--- src/include/rpm_cfg.svh ---
`ifndef RPM_CFG_SVH
`define RPM_CFG_SVH
// register offsets on the control bus
`define RPM_REG_PWR 8'h09
`define RPM_REG_RATIO 8'h0A
`define RPM_REG_TERM 8'h0B
`define RPM_REG_SWING 8'h0C
// field positions
`define RPM_PD_BIT 3
`define RPM_RATIO_BIT 1
`define RPM_TERM_LSB 3
`define RPM_SLEW_LSB 6
`define RPM_EMPH_LSB 0
`define RPM_SWING_LSB 2
// reset values
`define RPM_SLEW_RST 2'h0
`define RPM_SWING_RST 6'h00
`define RPM_READ_NONE 8'h00
// three-level strap codes from the pad detector
`define RPM_STRAP_LOW 2'h0
`define RPM_STRAP_MID 2'h1
`define RPM_STRAP_HIGH 2'h2
// strap derived defaults
`define RPM_TERM_NONE 2'h0
`define RPM_TERM_HIGH_Z 2'h3
`define RPM_EMPH_0DB 2'h0
`define RPM_EMPH_LOW 2'h1
`define RPM_EMPH_HIGH 2'h2
// control bus slave address, value arbitrary
`define RPM_SLAVE_ADDR 7'h2C
`endif

--- src/include/rpm_pkg.sv ---
package rpm_pkg;
  // power state of the retimer
  typedef enum logic [1:0] {
    RPM_PWR_OFF = 2'b00,
    RPM_PWR_DOWN = 2'b01,
    RPM_PWR_NORMAL = 2'b10
  } rpm_pwr_e;
  // control bus slave sequencer
  typedef enum logic [2:0] {
    RPM_BUS_IDLE = 3'b000,
    RPM_BUS_ADDR = 3'b001,
    RPM_BUS_ACK = 3'b010,
    RPM_BUS_WDATA = 3'b011,
    RPM_BUS_RDATA = 3'b100,
    RPM_BUS_RACK = 3'b101
  } rpm_bus_e;
  // register file state
  typedef struct packed {
    logic pd_force;
    logic ratio;
    logic [1:0] term;
    logic [1:0] slew;
    logic [1:0] emph;
    logic [5:0] swing;
    logic term_auto;
  } rpm_regs_s;
  // top-level state
  typedef struct packed {
    logic en_d;
    logic scl_d;
    logic sda_d;
    rpm_bus_e bus;
    logic [3:0] bits;
    logic [7:0] sh;
    logic [7:0] ptr;
    logic ptr_phase;
    logic rd;
    logic nack;
    logic drive;
    logic wr;
    logic [7:0] wdata;
    logic clr;
    rpm_pwr_e pwr;
    logic hpd;
    logic lanes_hiz;
    logic rx_en;
    logic tx_en;
    logic cdr_en;
    logic chan_en;
    logic ctl_en;
    logic retimer;
    logic sda_out;
  } rpm_top_s;
endpackage : rpm_pkg

--- src/include/rpm_reg_if.sv ---
`timescale 1ns/1ps
interface rpm_reg_if;
  logic wr;
  logic [7:0] waddr;
  logic [7:0] wdata;
  logic [7:0] raddr;
  logic [7:0] rdata;
  logic clr;
  logic [1:0] strap_term;
  logic [1:0] strap_emph;
  logic ratio_clr;
  rpm_pkg::rpm_regs_s regs;
  // sequencer side
  modport ctl (output wr, waddr, wdata, raddr, clr, strap_term, strap_emph, ratio_clr,
    input rdata, regs);
  // register side
  modport regfile (input wr, waddr, wdata, raddr, clr, strap_term, strap_emph, ratio_clr,
    output rdata, regs);
endinterface : rpm_reg_if

--- src/verilog/rpm_sync.sv ---
`timescale 1ns/1ps
module rpm_sync #(
  parameter int WIDTH = 1
) (
  // clock and reset
  input wire logic clk_i,
  input wire logic reset_i,
  // asynchronous levels in, synchronised levels out
  input wire logic [WIDTH-1:0] async_i,
  output logic [WIDTH-1:0] sync_o
);
  typedef struct packed {
    logic [WIDTH-1:0] meta;
    logic [WIDTH-1:0] stable;
  } rpm_sync_s;
  rpm_sync_s st, next_st;

  // first stage feeds only the second stage
  always_comb begin
    next_st.meta = async_i;
    next_st.stable = st.meta;
  end

  always_ff @(posedge clk_i) begin
    if (reset_i) begin
      st <= '0;
    end else begin
      st <= next_st;
    end
  end

  assign sync_o = st.stable;
endmodule : rpm_sync

--- src/verilog/rpm_regfile.sv ---
`timescale 1ns/1ps
`include "rpm_cfg.svh"
module rpm_regfile (
  // clock and reset
  input wire logic clk_i,
  input wire logic reset_i,
  // register access
  rpm_reg_if.regfile rif
);
  import rpm_pkg::*;
  rpm_regs_s st, next_st;
  logic [1:0] def_term;
  logic [1:0] def_emph;

  // strap levels decide the defaults; a floating pin means auto term and 0 dB
  always_comb begin
    def_term = `RPM_TERM_NONE;
    def_emph = `RPM_EMPH_0DB;
    if (rif.strap_term == `RPM_STRAP_HIGH) begin
      def_term = `RPM_TERM_HIGH_Z;
    end
    if (rif.strap_emph == `RPM_STRAP_LOW) begin
      def_emph = `RPM_EMPH_LOW;
    end else if (rif.strap_emph == `RPM_STRAP_HIGH) begin
      def_emph = `RPM_EMPH_HIGH;
    end
  end

  // writes, clear on enable rise, ratio flag dropped in power-down
  always_comb begin
    next_st = st;
    if (rif.clr) begin
      next_st = '0;
      next_st.term = def_term;
      next_st.slew = `RPM_SLEW_RST;
      next_st.emph = def_emph;
      next_st.swing = `RPM_SWING_RST;
      next_st.term_auto = (rif.strap_term == `RPM_STRAP_MID);
    end else if (rif.wr) begin
      unique case (rif.waddr)
        `RPM_REG_PWR: next_st.pd_force = rif.wdata[`RPM_PD_BIT];
        `RPM_REG_RATIO: next_st.ratio = rif.wdata[`RPM_RATIO_BIT];
        `RPM_REG_TERM: begin
          next_st.term = rif.wdata[`RPM_TERM_LSB +: 2];
          next_st.slew = rif.wdata[`RPM_SLEW_LSB +: 2];
          next_st.term_auto = 1'b0; // host choice overrides auto select
        end
        `RPM_REG_SWING: begin
          next_st.emph = rif.wdata[`RPM_EMPH_LSB +: 2];
          next_st.swing = rif.wdata[`RPM_SWING_LSB +: 6];
        end
        default: next_st = st;
      endcase
    end
    // clearing wins here: the pll must not keep a stale ratio across power-down
    if (rif.ratio_clr) begin
      next_st.ratio = 1'b0;
    end
  end

  always_ff @(posedge clk_i) begin
    if (reset_i) begin
      st <= '0;
    end else begin
      st <= next_st;
    end
  end

  // read mux; unmapped offsets read as zero
  always_comb begin
    rif.rdata = `RPM_READ_NONE;
    unique case (rif.raddr)
      `RPM_REG_PWR: rif.rdata[`RPM_PD_BIT] = st.pd_force;
      `RPM_REG_RATIO: rif.rdata[`RPM_RATIO_BIT] = st.ratio;
      `RPM_REG_TERM: rif.rdata = {st.slew, 1'b0, st.term, 3'h0};
      `RPM_REG_SWING: rif.rdata = {st.swing, st.emph};
      default: rif.rdata = `RPM_READ_NONE;
    endcase
  end

  assign rif.regs = st;
endmodule : rpm_regfile

--- src/verilog/rpm_top.sv ---
`timescale 1ns/1ps
`include "rpm_cfg.svh"
// Overview of operation
// - enable low shuts all blocks but the hot-plug mirror: lanes high-z, control bus and channels off
// - enable rising edge resets every configuration field to its default
// - enable high, hot-plug low: power-down, control bus slave still active
// - power-down bit in register 09h forces power-down, bus stays responsive
// - source hot-plug output always follows sink hot-plug input
// - after hot-plug, recovery and drivers enable only with signal detected
// - enable, hot-plug high, no power-down: full redriver or retimer operation
// - clock-ratio flag is cleared in every power-down state
// - termination field at 0Bh bits 4:3 selects none, 150-300 or 75-150 ohm
// - edge-rate field at 0Bh bits 7:6, value 10 suggested
// - pre-emphasis field at 0Ch bits 1:0, 00 and 01 selectable
// - lane swing adjust at 0Ch bits 7:2, all ones lowers swing
// - floating straps give automatic termination and 0 dB emphasis
module rpm_top (
  // clock and reset
  input wire logic clk_i,
  input wire logic reset_i,
  // power and hot-plug pins
  input wire logic enable_i,
  input wire logic sink_hotplug_in_i,
  output logic source_hotplug_out_o,
  // analog status inputs
  input wire logic sig_detect_i,
  input wire logic rate_above_1g_i,
  // three-level strap pads
  input wire logic [1:0] term_strap_i,
  input wire logic [1:0] emph_strap_i,
  // control bus pins, open drain
  input wire logic control_bus_clock_line_i,
  input wire logic control_bus_data_line_i,
  output logic control_bus_data_line_o,
  output logic control_bus_data_line_oe_n_o,
  // lane and channel controls
  output logic lanes_hiz_o,
  output logic rx_enable_o,
  output logic tx_enable_o,
  output logic cdr_enable_o,
  output logic channel_enable_o,
  output logic control_bus_active_o,
  output logic retimer_mode_o,
  output rpm_pkg::rpm_pwr_e power_state_o,
  // output driver configuration
  output logic [1:0] output_termination_select_o,
  output logic output_termination_auto_o,
  output logic [1:0] edge_rate_select_o,
  output logic [1:0] emphasis_select_o,
  output logic [5:0] lane_swing_adjust_o,
  output logic clock_ratio_flag_o
);
  import rpm_pkg::*;

  localparam int SYNC_W = 10;

  rpm_top_s st, next_st;
  rpm_reg_if rif ();
  logic [SYNC_W-1:0] sync_raw;
  logic [SYNC_W-1:0] sync_q;
  logic en_s;
  logic hpd_s;
  logic sigdet_s;
  logic rate_s;
  logic scl_s;
  logic sda_s;
  logic [1:0] term_strap_s;
  logic [1:0] emph_strap_s;
  logic scl_rise;
  logic scl_fall;
  logic bus_start;
  logic bus_stop;
  logic [7:0] byte_in;

  // every pin from outside the clock domain passes two flops
  assign sync_raw = {enable_i, sink_hotplug_in_i, sig_detect_i, rate_above_1g_i,
    control_bus_clock_line_i, control_bus_data_line_i, term_strap_i, emph_strap_i};

  rpm_sync #(
    .WIDTH(SYNC_W)
  ) u_sync (
    .clk_i(clk_i),
    .reset_i(reset_i),
    .async_i(sync_raw),
    .sync_o(sync_q)
  );

  // split the synchronised word into named levels; nothing reads a raw pin, so a
  // change that lands near a clock edge cannot steer two decisions apart
  assign {en_s, hpd_s, sigdet_s, rate_s, scl_s, sda_s, term_strap_s, emph_strap_s} = sync_q;

  rpm_regfile u_regfile (
    .clk_i(clk_i),
    .reset_i(reset_i),
    .rif(rif.regfile)
  );

  // edges seen on the synchronised bus lines only; both lines share the same
  // two-flop delay, so their order on the wire is kept
  assign scl_rise = scl_s & ~st.scl_d;
  assign scl_fall = ~scl_s & st.scl_d;
  assign bus_start = scl_s & st.scl_d & st.sda_d & ~sda_s;
  assign bus_stop = scl_s & st.scl_d & ~st.sda_d & sda_s;
  assign byte_in = {st.sh[6:0], sda_s};

  // register side of the sequencer
  // the ratio flag is held clear while any power-down state is registered
  assign rif.wr = st.wr;
  assign rif.waddr = st.ptr;
  assign rif.wdata = st.wdata;
  assign rif.raddr = st.ptr;
  assign rif.clr = st.clr;
  assign rif.strap_term = term_strap_s;
  assign rif.strap_emph = emph_strap_s;
  assign rif.ratio_clr = (st.pwr != RPM_PWR_NORMAL);

  // next state: control bus slave and power sequencing
  always_comb begin
    next_st = st;
    next_st.en_d = en_s;
    next_st.scl_d = scl_s;
    next_st.sda_d = sda_s;
    next_st.wr = 1'b0;
    next_st.sda_out = 1'b0;
    // a rising enable is a full configuration reset
    // held through the whole low phase too, so the straps are taken at the rise
    next_st.clr = (en_s & ~st.en_d) | ~en_s;

    // control bus slave
    if (!en_s) begin
      next_st.bus = RPM_BUS_IDLE;
      next_st.drive = 1'b0;
      next_st.ptr = 8'h00;
    end else if (bus_start) begin
      next_st.bus = RPM_BUS_ADDR;
      next_st.bits = 4'h0;
      next_st.drive = 1'b0;
    end else if (bus_stop) begin
      next_st.bus = RPM_BUS_IDLE;
      next_st.drive = 1'b0;
    end else begin
      unique case (st.bus)
        RPM_BUS_IDLE: begin
          next_st.drive = 1'b0;
        end
        // address byte: shift on scl rise, decide after the eighth bit
        RPM_BUS_ADDR: begin
          if (scl_rise) begin
            next_st.sh = byte_in;
            next_st.bits = st.bits + 4'h1;
          end else if (scl_fall && st.bits == 4'h8) begin
            if (st.sh[7:1] == `RPM_SLAVE_ADDR) begin
              next_st.drive = 1'b1; // acknowledge the address
              next_st.rd = st.sh[0];
              next_st.ptr_phase = ~st.sh[0];
              next_st.bus = RPM_BUS_ACK;
            end else begin
              next_st.bus = RPM_BUS_IDLE; // not ours, stay off the bus
            end
          end
        end
        // ack slot: the level set after one scl fall holds until the next fall;
        // a read loads its byte here so bit 7 stands before scl rises again
        RPM_BUS_ACK: begin
          if (scl_fall) begin
            next_st.bits = 4'h0;
            if (st.rd) begin
              next_st.sh = rif.rdata;
              next_st.drive = ~rif.rdata[7];
              next_st.bus = RPM_BUS_RDATA;
            end else begin
              next_st.drive = 1'b0;
              next_st.bus = RPM_BUS_WDATA;
            end
          end
        end
        RPM_BUS_WDATA: begin
          if (scl_rise) begin
            next_st.sh = byte_in;
            next_st.bits = st.bits + 4'h1;
          end else if (scl_fall && st.bits == 4'h8) begin
            // first byte sets the pointer, later bytes write and advance it
            if (st.ptr_phase) begin
              next_st.ptr = st.sh;
              next_st.ptr_phase = 1'b0;
            end else begin
              next_st.wr = 1'b1;
              next_st.wdata = st.sh;
            end
            next_st.drive = 1'b1;
            next_st.bus = RPM_BUS_ACK;
          end
        end
        // read data: next bit set after each fall; a master that gives up mid-byte
        // cannot hang us, since a start or stop from any state resynchronises
        RPM_BUS_RDATA: begin
          if (scl_rise) begin
            next_st.bits = st.bits + 4'h1;
          end else if (scl_fall) begin
            if (st.bits == 4'h8) begin
              next_st.drive = 1'b0; // release for the master's ack
              next_st.ptr = st.ptr + 8'h01;
              next_st.bus = RPM_BUS_RACK;
            end else begin
              next_st.sh = {st.sh[6:0], 1'b0};
              next_st.drive = ~st.sh[6];
            end
          end
        end
        // master ack slot: low asks for the next byte at the advanced pointer
        RPM_BUS_RACK: begin
          if (scl_rise) begin
            next_st.nack = sda_s;
          end else if (scl_fall) begin
            next_st.bits = 4'h0;
            if (st.nack) begin
              next_st.bus = RPM_BUS_IDLE;
            end else begin
              next_st.sh = rif.rdata;
              next_st.drive = ~rif.rdata[7];
              next_st.bus = RPM_BUS_RDATA;
            end
          end
        end
        default: begin
          next_st.bus = RPM_BUS_IDLE;
          next_st.drive = 1'b0;
        end
      endcase
    end

    // a write issued in data phase last cycle advances the pointer here
    if (st.wr) begin
      next_st.ptr = st.ptr + 8'h01;
    end

    // power state from synchronised levels and the forced power-down bit;
    // enable outranks hot-plug, which outranks the bit, so a forced power-down
    // never hides the off state from the lanes
    if (!en_s) begin
      next_st.pwr = RPM_PWR_OFF;
    end else if (!hpd_s) begin
      next_st.pwr = RPM_PWR_DOWN;
    end else if (rif.regs.pd_force) begin
      next_st.pwr = RPM_PWR_DOWN;
    end else begin
      next_st.pwr = RPM_PWR_NORMAL;
    end

    // hot-plug is mirrored regardless of power state
    next_st.hpd = hpd_s;

    // lane and channel enables follow the power state
    next_st.ctl_en = (next_st.pwr != RPM_PWR_OFF);
    next_st.lanes_hiz = (next_st.pwr != RPM_PWR_NORMAL);
    next_st.rx_en = (next_st.pwr == RPM_PWR_NORMAL);
    next_st.chan_en = (next_st.pwr == RPM_PWR_NORMAL);
    // recovery and drivers wait for the signal detector
    next_st.cdr_en = (next_st.pwr == RPM_PWR_NORMAL) & sigdet_s;
    next_st.tx_en = (next_st.pwr == RPM_PWR_NORMAL) & sigdet_s;
    next_st.retimer = (next_st.pwr == RPM_PWR_NORMAL) & rate_s;
  end

  // single state register
  // reset leaves the lanes high-z and the delayed bus lines high; the synchroniser starts low, so scl shows a false fall and rise
  always_ff @(posedge clk_i) begin
    if (reset_i) begin
      st <= '0;
      st.en_d <= 1'b0;
      st.scl_d <= 1'b1;
      st.sda_d <= 1'b1;
      st.bus <= RPM_BUS_IDLE;
      st.pwr <= RPM_PWR_OFF;
      st.lanes_hiz <= 1'b1;
      st.clr <= 1'b1;
    end else begin
      st <= next_st;
    end
  end

  // outputs straight from flops
  // the data line value is fixed low; only its enable moves, as open drain needs
  assign source_hotplug_out_o = st.hpd;
  assign control_bus_data_line_o = st.sda_out;
  assign control_bus_data_line_oe_n_o = ~st.drive;
  assign lanes_hiz_o = st.lanes_hiz;
  assign rx_enable_o = st.rx_en;
  assign tx_enable_o = st.tx_en;
  assign cdr_enable_o = st.cdr_en;
  assign channel_enable_o = st.chan_en;
  assign control_bus_active_o = st.ctl_en;
  assign retimer_mode_o = st.retimer;
  assign power_state_o = st.pwr;
  // configuration fields come from the register file flops
  assign output_termination_select_o = rif.regs.term;
  assign output_termination_auto_o = rif.regs.term_auto;
  assign edge_rate_select_o = rif.regs.slew;
  assign emphasis_select_o = rif.regs.emph;
  assign lane_swing_adjust_o = rif.regs.swing;
  assign clock_ratio_flag_o = rif.regs.ratio;
endmodule : rpm_top

--- config.mk ---
export PLATFORM = sky130hd
export DESIGN_NAME = rpm_top
export DESIGN_NICKNAME = d
export VERILOG_FILES = /design/src/include/rpm_pkg.sv /design/src/include/rpm_reg_if.sv /design/src/verilog/rpm_sync.sv /design/src/verilog/rpm_regfile.sv /design/src/verilog/rpm_top.sv
export VERILOG_INCLUDE_DIRS = /design/src /design/src/include
export SDC_FILE = /design/constraint.sdc
export NUM_CORES = 1
export LEC_CHECK = 0
export ABC_AREA = 1
export BUFFER_PORTS_ARGS = -buffer_cell sky130_fd_sc_hd__buf_2
export CAP_MARGIN = 20
export CELL_PAD_IN_SITES_DETAIL_PLACEMENT = 0
export CELL_PAD_IN_SITES_GLOBAL_PLACEMENT = 1
export CORE_MARGIN = 10
export CORE_UTILIZATION = 30
export CTS_CLUSTER_SIZE = 8
export DETAILED_ROUTE_END_ITERATION = 7
export GPL_TIMING_DRIVEN = 1
export PLACE_DENSITY = 0.71
export SYNTH_ARGS = -nofsm -noshare
export SYNTH_HDL_FRONTEND = slang
export SYNTH_SLANG_ARGS = --single-unit
--- constraint.sdc ---
create_clock -name clk_i -period 2.2 [get_ports clk_i]
set_input_delay 0.22 -clock clk_i [delete_from_list [all_inputs] [get_ports clk_i]]
set_output_delay 0.22 -clock clk_i [all_outputs]
set_load 0.05 [all_outputs]
### After elaboration in Yosys (flattened, before gate mapping)

Cells that the tools add are included.

| cells by class | value |
|---|---|
| add/subtract/negate cells | 2 |
| multiply operators | 0 |
| divide/modulo/power cells | 0 |
| order comparisons | 0 |
| eq/ne operators | 58 |
| shift-type cells | 0 |
| multiplexer cells | 71 |
| bitwise gates (word level) | 28 |
| reductions and logical operators | 32 |

Operators by type and width:

| kind | count |
|---|---|
| $ne 4x4->1 const B | 17 |
| $mux 8 | 7 |
| $pmux 12 s4 | 1 |
| $mux 15 | 3 |
| $mux 9 | 4 |
| $ne 2x2->1 const B | 17 |
| $reduce_and 11->1 | 3 |
| $eq 8x4->1 const B | 4 |
| $mux 16 | 2 |
| $mux 3 | 9 |
| $mux 13 | 2 |
| $mux 23 | 1 |
| $ne 3x3->1 const B | 7 |
| $mux 10 | 2 |
| $mux 2 | 10 |
| $mux 19 | 1 |
| $mux 1 | 18 |
| $pmux 3 s6 | 1 |
| $reduce_and 9->1 | 2 |
| $not 1->1 | 17 |
| $pmux 8 s2 | 1 |
| $reduce_and 7->1 | 2 |
| $reduce_and 13->1 | 1 |
| $mux 12 | 1 |
| 32 further kinds | 58 |

| storage, ports and cells | value |
|---|---|
| flip-flop bits (word level) | 84 |
| latch bits | 0 |
| RAM bits | 0 |
| memory bits (read-only) | 0 |
| output and inout port bits | 26 |
| logic and storage cells | 223 |
| memories | 0 |

### Longest topological paths before layout

| logic depth | value |
|---|---|
| word-level depth | 10 |
| depth in mapped cells | 12 |
| mapped depth without buffers | 11 |

### Modules after synthesis

A second synthesis with hierarchy kept.

| unflattened totals | value |
|---|---|
| cells, all modules | 652 |
| area total of the unflattened synthesis | 4257.8 sq um |

Modules (own cells, without submodules):

| module | times used | cells an instance | area each (sq um) |
|---|---|---|---|
| rpm_top | 1 | 447 | 2775.2 |
| rpm_regfile | 1 | 143 | 909.6 |
| rpm_sync | 1 | 62 | 573.0 |

### Least setup slack after synthesis

OpenSTA, ideal clock, no wires.

| path | value |
|---|---|
| path type | reg-to-reg |
| start | register st[41] in the netlist's numbering |
| end | register st (netlist bit rif.wdata[5]) |
| setup time | 119 ps |
| arrival | 1462 ps |
| required time | 2081 ps |
| slack | 619 ps |
| cell stages (with the launch flop) | 9 |
| path buffers | 1 |
| cell sequence | dfxtp_1 > inv_1 > ha_1 > nand3_1 > nor2_1 > nand4_2 > buf_2 > o21ai_0 > a21oi_1 |

| on the way | value |
|---|---|
| longest elaborated chain between the ends | 3 |

Ends and longest elaborated chain:

| item | RTL line | source |
|---|---|---|
| start: declaration | rpm_top.sv:57 | `rpm_top_s st, next_st;` |
| start signal: assignment | rpm_top.sv:277 | `st <= next_st;` |
| $eq 4x4->1 | rpm_top.sv:181 | `end else if (scl_fall && st.bits == 4'h8) begin` |
| $logic_and 1x1->1 | rpm_top.sv:181 |  |
| $reduce_and 7->1 (no line) | - |  |

Every way passes these cells.
A chain may end at the register's enable or synchronous reset.

### Worst setup path after layout

| path | value |
|---|---|
| start | register st[41] in the netlist's numbering |
| end | register st (netlist bit rif.wdata[2]) |

The elaborated chain is that of the path after synthesis.

==> metrics.cfg <==
[power]
power_frac_seq_pct = 49.8
clockPowerShare_pct = 45.9
p_int_mw = 2.37
p_sw_share_pct = 23.6
powerDensity_mw_per_mm2 = 688
power.switching_mw = 0.735
p_leak_nw = 2.05
ir_drop_mv = 0.415
power_frac_comb_pct = 4.3

[sta]
post-route-min-period_ps = 1900
setup_ws_ps = 301
rsz0062_at_grt = no
setup_tns_ps = 0
maxSlewViolCount = 0
final-hold-violation-count = 0
max_freq_ghz = 0.527
max_slew_margin_pct = 61.2
setup_viol = 0
min_period_over_period_pct = 86.3
fin_skew_ps = 6.73
tightest_slew_ps = 580

[clock_tree]
clk_latency_ps = 340
tritoncts = built
cts_buffers = 9
path_clk_slew_ps = 60
htreeDepth = 3
clockBufferDepth = 2
clockRootBuffer = clkbuf_16
post_cts_resized = 0
cts_setup_buffers = 0
hold_buffers = 0
clkSinkCount = 83

[detailed_routing]
dr_wl_met2_um = 4580
wl_met3_um = 444
drt-initial-drc-count = 272
routedWlPerCell_um = 13.0
drc = 0
routed.top_layer = met4
wl_met1_um = 5100
routed_via_density = 4.56
first_pass_iters = 5
antenna_left = 0
via_count = 3599
routed_wl_um = 10200

[worst_hold_path]
holdPathEnd = u_sync.next_st[3]$_SDFF_PP0_
holdCritPathClass = primary input to flip-flop
timing.hold.worst.start = term_strap_i[1]
hold_depth = 3

[critical_path]
arrival_ps = 2120
worstSetupPathType = flip-flop to flip-flop
critical-path-max-stage-delay_ps = 340
worst-path-buf-inv = 2
r2r-end = rif.wdata[2]$_SDFFE_PP0P_
crit_chain = inv_1 > ha_1 > nand3_1 > nor2_1 > buf_4 > nand4_2 > o21ai_0 > a21oi_1
cp_slowest_cell = dfxtp_1
crit_fanout = 16
path_depth = 8
cp_top_family = simple AND/OR/NAND/NOR gates
worstSetupStartpointType = flip-flop
crit_required_ps = 2420
rrSetupSlack_ps = 300
end_kind = flip-flop
worst_r2r_path_depth = 8
rr_startpoint = st[41]$_SDFFE_PP0P_

[floorplan]
initial_core_util_pct = 30.5
pin_count = 38
die_h_um = 136
die_w_um = 136
die_area_mm2 = 0.0185
coreArea_mm2 = 0.0132
rows = 42

[final_layout]
final_common_cell = nand2_1
drive_above_1_share_pct = 11.2
fill_cells = 1459
diodes = 0
most-common-layout-cells = 114 x nand2_1, 94 x nor2_1, 89 x inv_1
area_delta_synth_final_pct = 12.1
nets = 628
seq_area_mm2 = 0.00166
fin_area_mm2 = 0.00452
utilization_pct = 34.3
multi_input_area_mm2 = 0.00179

[yosys]
synth_top_cell_area_share_pct = 41.2
ys_ff_latch = 83
syn_nets = 608
ys_warn_count = 0
avgSynthCellArea_um2 = 6.84
ys_async_sr_fraction_pct = 0
syn_inst = 589
synth.largest_area_cell = dfxtp_1
yosysSeqAreaShare_pct = 41.2
ys.flop_type = dfxtp_1
synth_edf_count = 0
syn_area_mm2 = 0.00403
synth_top_cells_by_area = dfxtp_1 41%, nand2_1 11%, nor2_1 8.8%
synth.distinct_cells = 34

[run_status]
status = complete, no violations

[run]
cap_violations = 0

[global_routing]
first_global_vias = 3514
grt_pass1_wl_um = 17400
grt_start_max_net_pins = 30
track_usage_pct = 11.6
grt_overflow_total = 0
antenna_found_initial = 0

[placement]
dp_slack_ps = 209
dpl_cell_area_mm2 = 0.00424
io_buffers = 36
gp_congestion = 0.921
dpl.hpwl_um = 7820

-- worst reg2reg max path, delay by kind of cell (launching register included) --
kind / cells / cell delay [ps]
compound gates: 2 / 390
fa+ha+maj: 1 / 140
buf+inv: 2 / 240
flops: 1 / 340
simple gates: 3 / 690
-- cells in the mapped netlist, types with 2 or more instances --
| master | number |
|---|---|
| nand2_1 | 115 |
| nor2_1 | 94 |
| inv_1 | 89 |
| dfxtp_1 | 83 |
| nand3_1 | 42 |
| o21ai_0 | 40 |
| a21oi_1 | 35 |
| buf_4 | 19 |
| nand4_1 | 9 |
| ha_1 | 7 |
| inv_2 | 6 |
| nor3_1 | 6 |
| o211ai_1 | 6 |
| a211oi_1 | 4 |
| a31oi_1 | 4 |
| clkbuf_1 | 4 |
| buf_6 | 3 |
| nand2_2 | 3 |
| buf_1 | 2 |
| nand3_2 | 2 |
| o22ai_1 | 2 |
| xor2_1 | 2 |
-- kinds of logic after synthesis --
logic type | synth area share (%)
xor+xnor | 0.652
simple gates | 29.0
other cells | 0.0931
buf+inv | 14.4
compound gates | 12.5
flops | 41.2
fa+ha+maj | 2.17
-- through the flow --
stage | instances | total power [mW] | hold slack [ps]
4_1_cts | 790 | 3.15 | 65.0
2_1_floorplan | 589 | 1.68 | 327
3_3_place_gp | 774 | 1.71 | 361
5_1_grt | 790 | 3.25 | 81.0
6_report | 790 | 3.11 | 76.2
3_5_place_dp | 774 | 1.72 | 359
-- power by group through the flow --
stage / sequential, mW / combinational (mW) / clock (mW)
2_1_floorplan: 1.58 / 0.103 / 0
3_3_place_gp: 1.58 / 0.134 / 0
3_5_place_dp: 1.58 / 0.134 / 0
4_1_cts: 1.55 / 0.135 / 1.47
5_1_grt: 1.55 / 0.155 / 1.54
6_report: 1.55 / 0.133 / 1.43
-- state kept, by name, summed over array words and instances (netlist names) --
name	count
st	15
u_regfile.rif.regs	15
u_sync.next_st	10
u_sync.sync_o	10
rif.raddr	8
rif.wdata	8
byte_in	7
power_state_o	2
cdr_enable_o	1
channel_enable_o	1
control_bus_active_o	1
lanes_hiz_o	1
retimer_mode_o	1
rif.clr	1
rif.wr	1
source_hotplug_out_o	1
-- final cells by class --
class	count	area share (%)
Multi-Input combinational cell	380	39.6
Sequential cell	83	36.8
Inverter	95	7.89
Clock buffer	12	5.46
Tap cell	176	4.87
Timing Repair Buffer	40	4.65
Clock inverter	4	0.720
-- worst max-delay path by stage --
stage	start	endpoint	slack [ps]
after global routing	st[41]$_SDFFE_PP0P_	rif.wdata[2]$_SDFFE_PP0P_	80
after CTS	st[41]$_SDFFE_PP0P_	rif.raddr[5]$_SDFFE_PP0P_	200
final	st[41]$_SDFFE_PP0P_	rif.wdata[2]$_SDFFE_PP0P_	300
after floorplan	st[41]$_SDFFE_PP0P_	rif.wdata[5]$_SDFFE_PP0P_	620
after detailed placement	st[41]$_SDFFE_PP0P_	rif.raddr[5]$_SDFFE_PP0P_	210
after global placement	st[41]$_SDFFE_PP0P_	rif.raddr[7]$_SDFFE_PP0P_	200
-- layer usage --
layer | vias up | track usage (%)
met5 | - | 0
met4 | 0 | 3.91
met3 | 11 | 3.39
met2 | 62 | 18.0
met1 | 1641 | 15.2
li1 | 1885 | -
Note: power is estimated with default switching activity, not from simulation.
